`src/logic/ansr_pkg.sv`:
```
// Purpose: Shared constants and carriers of the node status register block.
// Assumes: One 20 MHz clock; register numbers are slot-relative (1 to 20).
// Notes: Long timing counts are overridable parameters of the top module.
package ansr_pkg;

  // ---------------------------------------------------------------
  // Register numbers within a node slot
  // ---------------------------------------------------------------
  localparam logic [15:0] REG_OVERRIDE = 16'h0002;
  localparam logic [15:0] REG_COMMAND = 16'h0003;
  localparam logic [15:0] REG_ERROR_MALFUNCTION_WORD = 16'h0006;
  localparam logic [15:0] REG_SENSOR_KIND_SELECT = 16'h0007;
  localparam logic [15:0] REG_SENSOR_READING = 16'h0008;
  localparam logic [15:0] REG_SERIAL_SEGMENT_FIRST = 16'h0009;
  localparam logic [15:0] REG_SERIAL_SEGMENT_SECOND = 16'h000a;
  localparam logic [15:0] REG_SERIAL_SEGMENT_FOURTH = 16'h000b;
  localparam logic [15:0] REG_NODE_KIND = 16'h000c;
  localparam logic [15:0] REG_OVERRIDE_RENEWAL_COUNTDOWN = 16'h000d;
  localparam logic [15:0] REG_LOWER_LIMIT = 16'h000e;
  localparam logic [15:0] REG_UPPER_LIMIT = 16'h000f;
  localparam logic [15:0] REG_ABSOLUTE_FLOW = 16'h0010;

  // ---------------------------------------------------------------
  // Function codes and exception codes
  // ---------------------------------------------------------------
  localparam logic [7:0] FUNC_READ_HOLDING = 8'h03;
  localparam logic [7:0] FUNC_WRITE_SINGLE = 8'h06;
  localparam logic [7:0] EXC_NONE = 8'h00;
  localparam logic [7:0] EXC_ILLEGAL_FUNCTION = 8'h01;
  localparam logic [7:0] EXC_ILLEGAL_ADDRESS = 8'h02;
  localparam logic [7:0] EXC_ILLEGAL_VALUE = 8'h03;

  // ---------------------------------------------------------------
  // Field positions of the error word
  // ---------------------------------------------------------------
  localparam int BIT_EXCESS_UTIL = 0;
  localparam int BIT_SAFETY_FAULT = 4;
  localparam int BIT_NO_RESPONSE = 8;
  localparam int BIT_OUT_OF_RANGE = 11;
  localparam int BIT_TIME_EXCEEDED = 13;
  localparam logic [7:0] LOW_GENERAL_MASK = 8'h07;
  localparam logic [7:0] LOW_FIRE_MASK = 8'hf0;
  localparam logic [7:0] LOW_STICKY_MASK = 8'h11;

  // ---------------------------------------------------------------
  // Encodings and values
  // ---------------------------------------------------------------
  localparam logic [15:0] SENSOR_NONE = 16'h0000;
  localparam logic [15:0] SENSOR_MAX_CODE = 16'h0004;
  localparam logic [15:0] KIND_ABSENT = 16'h0000;
  localparam logic [15:0] KIND_FIRE_DAMPER = 16'h0004;
  localparam logic [15:0] KIND_FLOW_CONTROLLER = 16'h0005;
  localparam logic [15:0] KIND_COMPACT = 16'h0006;
  localparam logic [15:0] OVERRIDE_OPEN = 16'h0001;
  localparam logic [15:0] OVERRIDE_FAST_CLOSED = 16'h0006;
  localparam logic [15:0] CMD_NONE = 16'h0000;
  localparam logic [15:0] CMD_CLEAR_MALFUNCTION = 16'h0004;
  localparam logic [15:0] CMD_MAX_CODE = 16'h0004;
  localparam logic [15:0] LIMIT_FULL_SCALE = 16'h2710;
  localparam logic [15:0] FLOW_INVALID = 16'hffff;
  localparam logic [15:0] RESET_WORD = 16'h0000;
  localparam logic [15:0] RESET_UPPER_LIMIT = 16'h2710;

  // ---------------------------------------------------------------
  // Timing
  // ---------------------------------------------------------------
  localparam longint CLOCK_HZ = 20000000;
  localparam longint SECOND_CYCLES = CLOCK_HZ;
  localparam longint LOSS_TIMEOUT_S = 10;
  localparam longint LOSS_TIMEOUT_CYCLES = LOSS_TIMEOUT_S * CLOCK_HZ;
  localparam logic [15:0] RENEWAL_S = 16'd120;

  // ---------------------------------------------------------------
  // Carriers
  // ---------------------------------------------------------------
  typedef struct packed {
    logic [7:0] func;
    logic [15:0] addr;
    logic [15:0] data;
  } ansr_req_type;

  typedef struct packed {
    logic [7:0] exc;
    logic [15:0] data;
  } ansr_rsp_type;

  typedef struct packed {
    logic [15:0] kind;
    logic [7:0] malfunction;
    logic [15:0] sensor;
    logic [15:0] serial_first;
    logic [15:0] serial_second;
    logic [15:0] serial_fourth;
    logic [15:0] flow;
  } ansr_report_type;

endpackage : ansr_pkg

```
`src/logic/ansr_node_regs.sv`:
```
// Purpose: Status and setting registers 2, 3 and 6 to 16 of one actuator node slot.
// Assumes: Requests arrive already decoded from the serial frame, one cycle wide.
// Notes: All actuator-side inputs come from logic on the same clock.
//
// Overview of operation
// - Low byte actuator flags, high byte gateway faults.
// - Low byte bit meanings; bits 4-7 fire only.
// - High byte bit meanings; 14 and 15 unused.
// - Compact actuators never set low byte flags.
// - Command code 4 clears low byte flags.
// - Bits 0 and 4 survive any clear.
// - High byte faults clear when condition ends.
// - Sensor type codes zero to four.
// - Sensor type zero makes input a local override.
// - Sensor reading follows configured sensor type.
// - Serial segments 1, 2, 4 in consecutive registers.
// - Actuator type codes zero to six.
// - Ten seconds silence drops node, type zero.
// - Countdown shows renewal seconds, reloads to 120.
// - Lower limit in hundredths, full scale 10000.
// - Upper limit in hundredths, full scale 10000.
// - Absolute flow valid for type 5, else 65535.
// - Expired fire override forces safety, flags error.
// - Command register returns to zero once forwarded.
// - Reads use function 3, writes function 6.
module ansr_node_regs
  import ansr_pkg::*;
#(
  parameter longint SECOND_COUNT = SECOND_CYCLES,
  parameter longint LOSS_COUNT = LOSS_TIMEOUT_CYCLES
) (
  // Clock and reset
  input wire logic core_clk_in,
  input wire logic rst_n_in,
  // Master request and answer
  input wire logic req_valid_in,
  input wire ansr_req_type req_in,
  output logic rsp_valid_out,
  output ansr_rsp_type rsp_out,
  // Actuator reports and gateway fault conditions
  input wire logic report_valid_in,
  input wire ansr_report_type report_in,
  input wire logic checksum_fault_in,
  input wire logic node_error_fault_in,
  input wire logic unsupported_fault_in,
  input wire logic service_clear_in,
  // Actuator-side controls
  output logic cmd_valid_out,
  output logic [15:0] cmd_code_out,
  input wire logic cmd_ack_in,
  output logic [15:0] override_code_out,
  output logic safety_position_out,
  output logic local_override_out,
  output logic [15:0] sensor_kind_out,
  output logic [15:0] lower_limit_out,
  output logic [15:0] upper_limit_out
);

  // ---------------------------------------------------------------
  // State
  // ---------------------------------------------------------------
  typedef enum logic [1:0] {
    ANSR_CMD_IDLE = 2'b01,
    ANSR_CMD_SEND = 2'b10
  } ansr_cmd_state_type;

  ansr_cmd_state_type cmd_state;
  logic [7:0] malfunction;
  logic [7:0] fault;
  logic [15:0] sensor_kind_select;
  logic [15:0] sensor_value;
  logic [15:0] serial_first;
  logic [15:0] serial_second;
  logic [15:0] serial_fourth;
  logic [15:0] node_kind;
  logic [15:0] flow_value;
  logic [15:0] countdown;
  logic [15:0] lower_limit;
  logic [15:0] upper_limit;
  logic [15:0] command;
  logic [31:0] second_count;
  logic [31:0] silence_count;
  logic node_lost;
  logic expired;

  // ---------------------------------------------------------------
  // Request decoding
  // ---------------------------------------------------------------
  function automatic logic is_write(input logic valid, input ansr_req_type req,
                                    input logic [15:0] addr);
    is_write = valid && (req.func == FUNC_WRITE_SINGLE) && (req.addr == addr);
  endfunction : is_write

  logic [7:0] next_exc;
  logic [15:0] next_data;
  logic wr_ok;
  logic wr_override;
  logic wr_command;
  logic is_fire;
  logic second_tick;
  logic [7:0] low_allowed;
  logic [7:0] low_clear;
  logic [15:0] error_word;
  logic [15:0] next_countdown;

  assign is_fire = (node_kind == KIND_FIRE_DAMPER);
  assign wr_ok = (next_exc == EXC_NONE);
  assign wr_override = is_write(req_valid_in, req_in, REG_OVERRIDE) && wr_ok;
  assign wr_command = is_write(req_valid_in, req_in, REG_COMMAND) && wr_ok;
  assign second_tick = (second_count == 32'(SECOND_COUNT - 1));
  assign error_word = {fault, malfunction};

  // Answer data and exception for the request being taken.
  always_comb begin
    next_exc = EXC_NONE;
    next_data = RESET_WORD;
    if (req_in.func == FUNC_READ_HOLDING) begin
      case (req_in.addr)
        REG_ERROR_MALFUNCTION_WORD: next_data = error_word;
        REG_SENSOR_KIND_SELECT: next_data = sensor_kind_select;
        REG_SENSOR_READING: next_data = sensor_value;
        REG_SERIAL_SEGMENT_FIRST: next_data = serial_first;
        REG_SERIAL_SEGMENT_SECOND: next_data = serial_second;
        REG_SERIAL_SEGMENT_FOURTH: next_data = serial_fourth;
        REG_NODE_KIND: next_data = node_kind;
        REG_OVERRIDE_RENEWAL_COUNTDOWN: next_data = countdown;
        REG_LOWER_LIMIT: next_data = lower_limit;
        REG_UPPER_LIMIT: next_data = upper_limit;
        REG_ABSOLUTE_FLOW: begin
          next_data = (node_kind == KIND_FLOW_CONTROLLER) ? flow_value : FLOW_INVALID;
        end
        default: next_exc = EXC_ILLEGAL_ADDRESS;
      endcase
    end else if (req_in.func == FUNC_WRITE_SINGLE) begin
      next_data = req_in.data;
      case (req_in.addr)
        REG_SENSOR_KIND_SELECT: begin
          if (req_in.data > SENSOR_MAX_CODE) begin
            next_exc = EXC_ILLEGAL_VALUE;
          end
        end
        REG_LOWER_LIMIT, REG_UPPER_LIMIT: begin
          if (req_in.data > LIMIT_FULL_SCALE) begin
            next_exc = EXC_ILLEGAL_VALUE;
          end
        end
        REG_OVERRIDE: begin
          if (req_in.data > OVERRIDE_FAST_CLOSED) begin
            next_exc = EXC_ILLEGAL_VALUE;
          end else if (is_fire && (req_in.data != OVERRIDE_OPEN)
                       && (req_in.data != OVERRIDE_FAST_CLOSED)) begin
            next_exc = EXC_ILLEGAL_VALUE;
          end
        end
        REG_COMMAND: begin
          if (req_in.data > CMD_MAX_CODE) begin
            next_exc = EXC_ILLEGAL_VALUE;
          end
        end
        default: next_exc = EXC_ILLEGAL_ADDRESS;
      endcase
    end else begin
      next_exc = EXC_ILLEGAL_FUNCTION;
    end
  end

  // ---------------------------------------------------------------
  // Answer
  // ---------------------------------------------------------------
  always_ff @(posedge core_clk_in or negedge rst_n_in) begin
    if (!rst_n_in) begin
      rsp_valid_out <= 1'b0;
      rsp_out <= '0;
    end else begin
      rsp_valid_out <= req_valid_in;
      if (req_valid_in) begin
        rsp_out <= '{exc: next_exc, data: next_data};
      end
    end
  end

  // ---------------------------------------------------------------
  // Writable settings
  // ---------------------------------------------------------------
  always_ff @(posedge core_clk_in or negedge rst_n_in) begin
    if (!rst_n_in) begin
      sensor_kind_select <= SENSOR_NONE;
      lower_limit <= RESET_WORD;
      upper_limit <= RESET_UPPER_LIMIT;
      override_code_out <= RESET_WORD;
    end else begin
      if (is_write(req_valid_in, req_in, REG_SENSOR_KIND_SELECT) && wr_ok) begin
        sensor_kind_select <= req_in.data;
      end
      if (is_write(req_valid_in, req_in, REG_LOWER_LIMIT) && wr_ok) begin
        lower_limit <= req_in.data;
      end
      if (is_write(req_valid_in, req_in, REG_UPPER_LIMIT) && wr_ok) begin
        upper_limit <= req_in.data;
      end
      if (wr_override) begin
        override_code_out <= req_in.data;
      end
    end
  end

  always_ff @(posedge core_clk_in or negedge rst_n_in) begin
    if (!rst_n_in) begin
      sensor_kind_out <= SENSOR_NONE;
      local_override_out <= 1'b1;
      lower_limit_out <= RESET_WORD;
      upper_limit_out <= RESET_UPPER_LIMIT;
    end else begin
      sensor_kind_out <= sensor_kind_select;
      local_override_out <= (sensor_kind_select == SENSOR_NONE);
      lower_limit_out <= lower_limit;
      upper_limit_out <= upper_limit;
    end
  end

  // ---------------------------------------------------------------
  // Command forwarding
  // ---------------------------------------------------------------
  always_ff @(posedge core_clk_in or negedge rst_n_in) begin
    if (!rst_n_in) begin
      cmd_state <= ANSR_CMD_IDLE;
      command <= CMD_NONE;
      cmd_valid_out <= 1'b0;
      cmd_code_out <= CMD_NONE;
    end else begin
      case (cmd_state)
        ANSR_CMD_IDLE: begin
          if (wr_command && (req_in.data != CMD_NONE)) begin
            command <= req_in.data;
            cmd_code_out <= req_in.data;
            cmd_valid_out <= 1'b1;
            cmd_state <= ANSR_CMD_SEND;
          end
        end
        ANSR_CMD_SEND: begin
          if (cmd_ack_in) begin
            command <= CMD_NONE;
            cmd_valid_out <= 1'b0;
            cmd_state <= ANSR_CMD_IDLE;
          end
        end
        default: begin
          cmd_state <= ANSR_CMD_IDLE;
          command <= CMD_NONE;
          cmd_valid_out <= 1'b0;
        end
      endcase
    end
  end

  // ---------------------------------------------------------------
  // Actuator reports and loss of communication
  // ---------------------------------------------------------------
  always_ff @(posedge core_clk_in or negedge rst_n_in) begin
    if (!rst_n_in) begin
      silence_count <= '0;
      node_lost <= 1'b0;
    end else if (report_valid_in) begin
      silence_count <= '0;
      node_lost <= 1'b0;
    end else if (silence_count == 32'(LOSS_COUNT - 1)) begin
      node_lost <= 1'b1;
    end else begin
      silence_count <= silence_count + 32'd1;
    end
  end

  always_ff @(posedge core_clk_in or negedge rst_n_in) begin
    if (!rst_n_in) begin
      node_kind <= KIND_ABSENT;
      sensor_value <= RESET_WORD;
      serial_first <= RESET_WORD;
      serial_second <= RESET_WORD;
      serial_fourth <= RESET_WORD;
      flow_value <= FLOW_INVALID;
    end else if (report_valid_in) begin
      node_kind <= report_in.kind;
      sensor_value <= report_in.sensor;
      serial_first <= report_in.serial_first;
      serial_second <= report_in.serial_second;
      serial_fourth <= report_in.serial_fourth;
      flow_value <= report_in.flow;
    end else if (silence_count == 32'(LOSS_COUNT - 1)) begin
      node_kind <= KIND_ABSENT;
    end
  end

  // ---------------------------------------------------------------
  // Malfunction flags
  // ---------------------------------------------------------------
  always_comb begin
    low_allowed = LOW_GENERAL_MASK;
    if (report_in.kind == KIND_FIRE_DAMPER) begin
      low_allowed = LOW_GENERAL_MASK | LOW_FIRE_MASK;
    end
    if (report_in.kind == KIND_COMPACT) begin
      low_allowed = 8'h00;
    end
    low_clear = 8'h00;
    if ((wr_command && (req_in.data == CMD_CLEAR_MALFUNCTION)) || service_clear_in) begin
      low_clear = ~LOW_STICKY_MASK;
    end
  end

  // A report in the clearing cycle keeps its flags.
  always_ff @(posedge core_clk_in or negedge rst_n_in) begin
    if (!rst_n_in) begin
      malfunction <= 8'h00;
    end else begin
      malfunction <= (malfunction & ~low_clear)
                     | (report_valid_in ? (report_in.malfunction & low_allowed) : 8'h00);
    end
  end

  // ---------------------------------------------------------------
  // Gateway faults, cleared as soon as their condition ends
  // ---------------------------------------------------------------
  always_ff @(posedge core_clk_in or negedge rst_n_in) begin
    if (!rst_n_in) begin
      fault <= 8'h00;
    end else begin
      fault[BIT_NO_RESPONSE - 8] <= node_lost;
      fault[1] <= checksum_fault_in;
      fault[2] <= node_error_fault_in;
      fault[BIT_OUT_OF_RANGE - 8] <= req_valid_in && (next_exc == EXC_ILLEGAL_VALUE);
      fault[4] <= unsupported_fault_in;
      fault[BIT_TIME_EXCEEDED - 8] <= expired && is_fire;
      fault[7:6] <= 2'b00;
    end
  end

  // ---------------------------------------------------------------
  // Override renewal countdown
  // ---------------------------------------------------------------
  always_ff @(posedge core_clk_in or negedge rst_n_in) begin
    if (!rst_n_in) begin
      second_count <= '0;
    end else if (wr_override || second_tick) begin
      second_count <= '0;
    end else begin
      second_count <= second_count + 32'd1;
    end
  end

  always_comb begin
    next_countdown = countdown;
    if (wr_override) begin
      next_countdown = RENEWAL_S;
    end else if (!is_fire) begin
      next_countdown = RESET_WORD;
    end else if (second_tick && (countdown != RESET_WORD)) begin
      next_countdown = countdown - 16'd1;
    end
  end

  always_ff @(posedge core_clk_in or negedge rst_n_in) begin
    if (!rst_n_in) begin
      countdown <= RESET_WORD;
      expired <= 1'b0;
      safety_position_out <= 1'b0;
    end else begin
      countdown <= next_countdown;
      if (wr_override || !is_fire) begin
        expired <= 1'b0;
        safety_position_out <= 1'b0;
      end else if (second_tick && (countdown == 16'd1)) begin
        expired <= 1'b1;
        safety_position_out <= 1'b1;
      end
    end
  end

endmodule : ansr_node_regs

```
`config.mk`:
```
export PLATFORM = sky130hd
export DESIGN_NAME = ansr_node_regs
export DESIGN_NICKNAME = d
export VERILOG_FILES = /design/src/logic/ansr_pkg.sv /design/src/logic/ansr_node_regs.sv
export SDC_FILE = /design/constraint.sdc
export NUM_CORES = 1
export LEC_CHECK = 0
export BUFFER_PORTS_ARGS = -buffer_cell sky130_fd_sc_hd__buf_2
export CAP_MARGIN = 20
export CORE_UTILIZATION = 35
export DETAILED_ROUTE_END_ITERATION = 10
export SYNTH_ARGS = -nofsm -noshare
export SYNTH_HDL_FRONTEND = slang
export SYNTH_SLANG_ARGS = --single-unit
```
`constraint.sdc`:
```
create_clock -name core_clk_in -period 2.63 [get_ports core_clk_in]
set_input_delay 0.1315 -clock core_clk_in [delete_from_list [all_inputs] [get_ports core_clk_in]]
set_output_delay 0.1315 -clock core_clk_in [all_outputs]
set_load 0.02 [all_outputs]
```
==> flow_metrics.py <==
metrics = {
    "status": {
        "outcome": "finished clean",
    },
    "timing": {
        "max_freq_ghz": 0.395,
        "totalNegativeSetupSlack_ns": 0,
        "slew_violations": 0,
        "layout_min_cycle_time_ns": 2.53,
        "rsz_0062_raised_after_global_routing": "no",
        "setup_viol": 0,
        "slew_of_the_pin_with_the_lowest_slew_margin_ns": 0.757,
        "timing.final.hold_violations": 0,
        "finClkSkew_ns": 0.0266,
        "final.period_utilization_pct": 96.4,
        "max-slew-margin-rel_pct": 49.5,
    },
    "yosys": {
        "average_cell_area_after_synthesis_um2": 11.2,
        "synth-xor-area-share_pct": 4.08,
        "postSynthCellCount": 1357,
        "ys_async_rst_share_pct": 100,
        "prevailing_post_synth_register_cell": "sky130_fd_sc_hd__dfrtp_1",
        "synth.lib_cells_used.distinct": 68,
        "synth_fa_ha_area_share_pct": 0.328,
        "synth_sequential_area_ratio_pct": 56.4,
        "synth.yosys.warnings": 0,
        "synth_enable_flop_cells": 0,
        "synth-compound-area-share_pct": 8.55,
        "synth_simple_gate_area_share_pct": 19.3,
        "yosys-top-cells-area": "sky130_fd_sc_hd__dfrtp_1 (52%), sky130_fd_sc_hd__mux2_2 (6.6%), sky130_fd_sc_hd__dfstp_2 (4.8%)",
        "synth_top_family_by_area": "simple AND/OR/NAND/NOR gates",
        "synth_top_area_share_pct": 51.5,
        "synth_largest_area_cell": "sky130_fd_sc_hd__dfrtp_1",
        "mux_contribution_to_synthesized_area_pct": 8.35,
        "synth_area_mm2": 0.0152,
        "synth_seq_cells": 342,
    },
    "finish": {
        "area_delta_synth_final_pct": 32.0,
        "count_of_placed_standard_cells_in_the_final_layout_fillers_left_out": 2383,
        "final_design_area_no_fill_mm2": 0.0201,
        "layout-drive-gt1-share_pct": 29.6,
        "fill_cells": 4007,
        "final_util_pct": 46.8,
        "layout_common_cells": "sky130_fd_sc_hd__dfrtp_1 (314), sky130_fd_sc_hd__buf_2 (251), sky130_fd_sc_hd__nor2_1 (128)",
        "layout.cells.most_common": "sky130_fd_sc_hd__dfrtp_1",
        "n_antenna_cell": 0,
        "nNetsFinal": 1924,
        "biggestRegsByFlops": "second_count x32, silence_count x32, rsp_out x18",
    },
    "critical_path": {
        "cell_family_with_the_largest_share_of_critical_path_delay": "simple AND/OR/NAND/NOR gates",
        "worstPathMaxFanout": 12,
        "critical_path.startpoint_type": "input pin",
        "critical_path.n_buffers_inverters": 4,
        "critical-path-slowest-cell": "sky130_fd_sc_hd__dlygate4sd3_1",
        "timing.critical_path.arrival_ns": 2.99,
        "crit_path_category": "in -> reg",
        "crit_path_end_kind": "flop",
        "worst_ep_required_time_ns": 3.09,
        "timing.reg2reg.setup_slack_ns": 0.27,
        "cp_slowest_stage_delay_ns": 0.53,
        "timing.critical_path.cells": "dlygate4sd3_1 > buf_2 > nor3_1 > and4_1 > a21oi_1 > a21o_4 > buf_4 > nor3_4 > buf_12 > mux2_2",
    },
    "grt": {
        "grt_pass1_vias": 12600,
        "grt-ovfl-total": 0,
        "antenna_violations_before_repair": 0,
        "grt_pass1_wl_um": 75800,
        "grtUsageTotal_pct": 22.5,
        "pin_count_of_the_biggest_net_entering_global_routing": 103,
    },
    "placement": {
        "post-dp-hpwl_um": 36300,
        "detailed_place.area_mm2": 0.0176,
        "placed_cells": 2184,
        "io_buffer_count": 253,
        "place_congestion": 0.949,
    },
    "drt": {
        "drt-initial-drc-count": 1113,
        "vias_per_cell": 5.31,
        "totalWireLength_um": 49900,
        "route.detailed.drc": 0,
        "vias": 12700,
        "drt_pass1_iterations": 5,
        "detail_route.wl_per_cell_um": 20.9,
        "ant_nets": 0,
    },
    "die": {
        "die_w_um": 211,
        "design.portCount": 261,
        "core-area_mm2": 0.0430,
        "die-area_mm2": 0.0444,
        "initial_core_util_pct": 35.5,
        "std_cell_rows": 76,
        "fp.dieH_um": 211,
    },
    "power_and_ir_drop": {
        "power_dens_cells_mw_per_mm2": 595,
        "finalPower_mw": 12.0,
        "leakagePower_nw": 9.36,
        "vdd_ir_drop_max_v": 0.000342,
    },
    "cts": {
        "clk_transition_reported_paths_ns": 0.06,
        "clockRootBuffer": "sky130_fd_sc_hd__clkbuf_16",
        "cts_tree": "built",
        "cts-buffers-inserted": 39,
        "clock_insertion_delay_worst_skew_ns": 0.58,
        "cts_num_sinks": 342,
        "post-cts-setup-buffers": 0,
        "worst_case_clock_buffer_depth": 3,
        "htree_num_levels": 2,
    },
    "flow_run": {
        "max_cap_violations": 0,
    },
    "min_path": {
        "hold_class": "in -> reg",
    },
}
[synth_stat cells, types with 23 or more instances]
cell / instances
sky130_fd_sc_hd__nor4_1: 39
sky130_fd_sc_hd__mux2_2: 89
sky130_fd_sc_hd__nand4_1: 33
sky130_fd_sc_hd__nor2b_1: 51
sky130_fd_sc_hd__inv_1: 23
sky130_fd_sc_hd__nor3_1: 32
sky130_fd_sc_hd__nor2_1: 128
sky130_fd_sc_hd__xor2_1: 31
sky130_fd_sc_hd__xnor2_1: 40
sky130_fd_sc_hd__clkbuf_1: 53
sky130_fd_sc_hd__dfrtp_1: 314
sky130_fd_sc_hd__o21ai_0: 39
sky130_fd_sc_hd__nand2_1: 88
sky130_fd_sc_hd__nand3_1: 70
sky130_fd_sc_hd__dfstp_2: 28
[path summary, 6_finish.rpt]
check	start	depth (start not counted)	end
min reg2reg	node_lost	0	fault[0]
max reg2reg	node_kind[9]	8	override_code_out[2]
min in group asynchronous	rst_n_in	2	cmd_code_out[6]
min	report_valid_in	2	serial_first[10]
max	req_in[6]	10	override_code_out[1]
max in group asynchronous	rst_n_in	3	local_override_out
[final cells by class]
cell class,instances,area [um^2],share of cell area [%]
clock inverters,19,213,1.06
repair buffers,446,3170,15.8
multi-input cells,915,6250,31.0
well taps,585,732,3.64
flip-flops and latches,342,8590,42.7
clock buffers,53,1080,5.36
inverters,23,86.3,0.429
[metrics by stage]
stage,setup WS (ns),hold slack [ns]
floorplan,0.357,-0.164
global placement,-0.142,0.0803
detailed placement,-0.175,0.0863
CTS,0.0537,0.000225
global route,0.00306,0.0293
finish,0.0957,0.0250
[layer usage]
layer | wire [um] | up-vias | GRT usage [%]
met5 | 0 | - | 0
met4 | 2320 | 0 | 10.7
met3 | 3260 | 129 | 4.25
met2 | 22700 | 541 | 35.0
met1 | 21600 | 6290 | 30.3
li1 | - | 5699 | -
[report_power, final]
part / internal, mW / switching, mW / leakage (nW)
logic: 0.410 / 0.464 / 4.27
registers: 5.45 / 0.147 / 4.45
clock network: 3.21 / 2.29 / 0.638
[kinds of logic after synthesis]
logic type	after synthesis
adder cells (fa/ha/maj)	4
XOR/XNOR	71
other	1
AO/OA/AOI/OAI	176
buffers and inverters	105
flip-flops	342
multiplexers	108
AND/OR/NAND/NOR	550
[timing repair]
item | in CTS | in global routing
hold buffers | 127 | 0
resized for setup | 0 | 1
setup endpoints to repair | 0 | 16
hold endpoints to repair | 411 | 0
(Power assumes the default switching activity.)
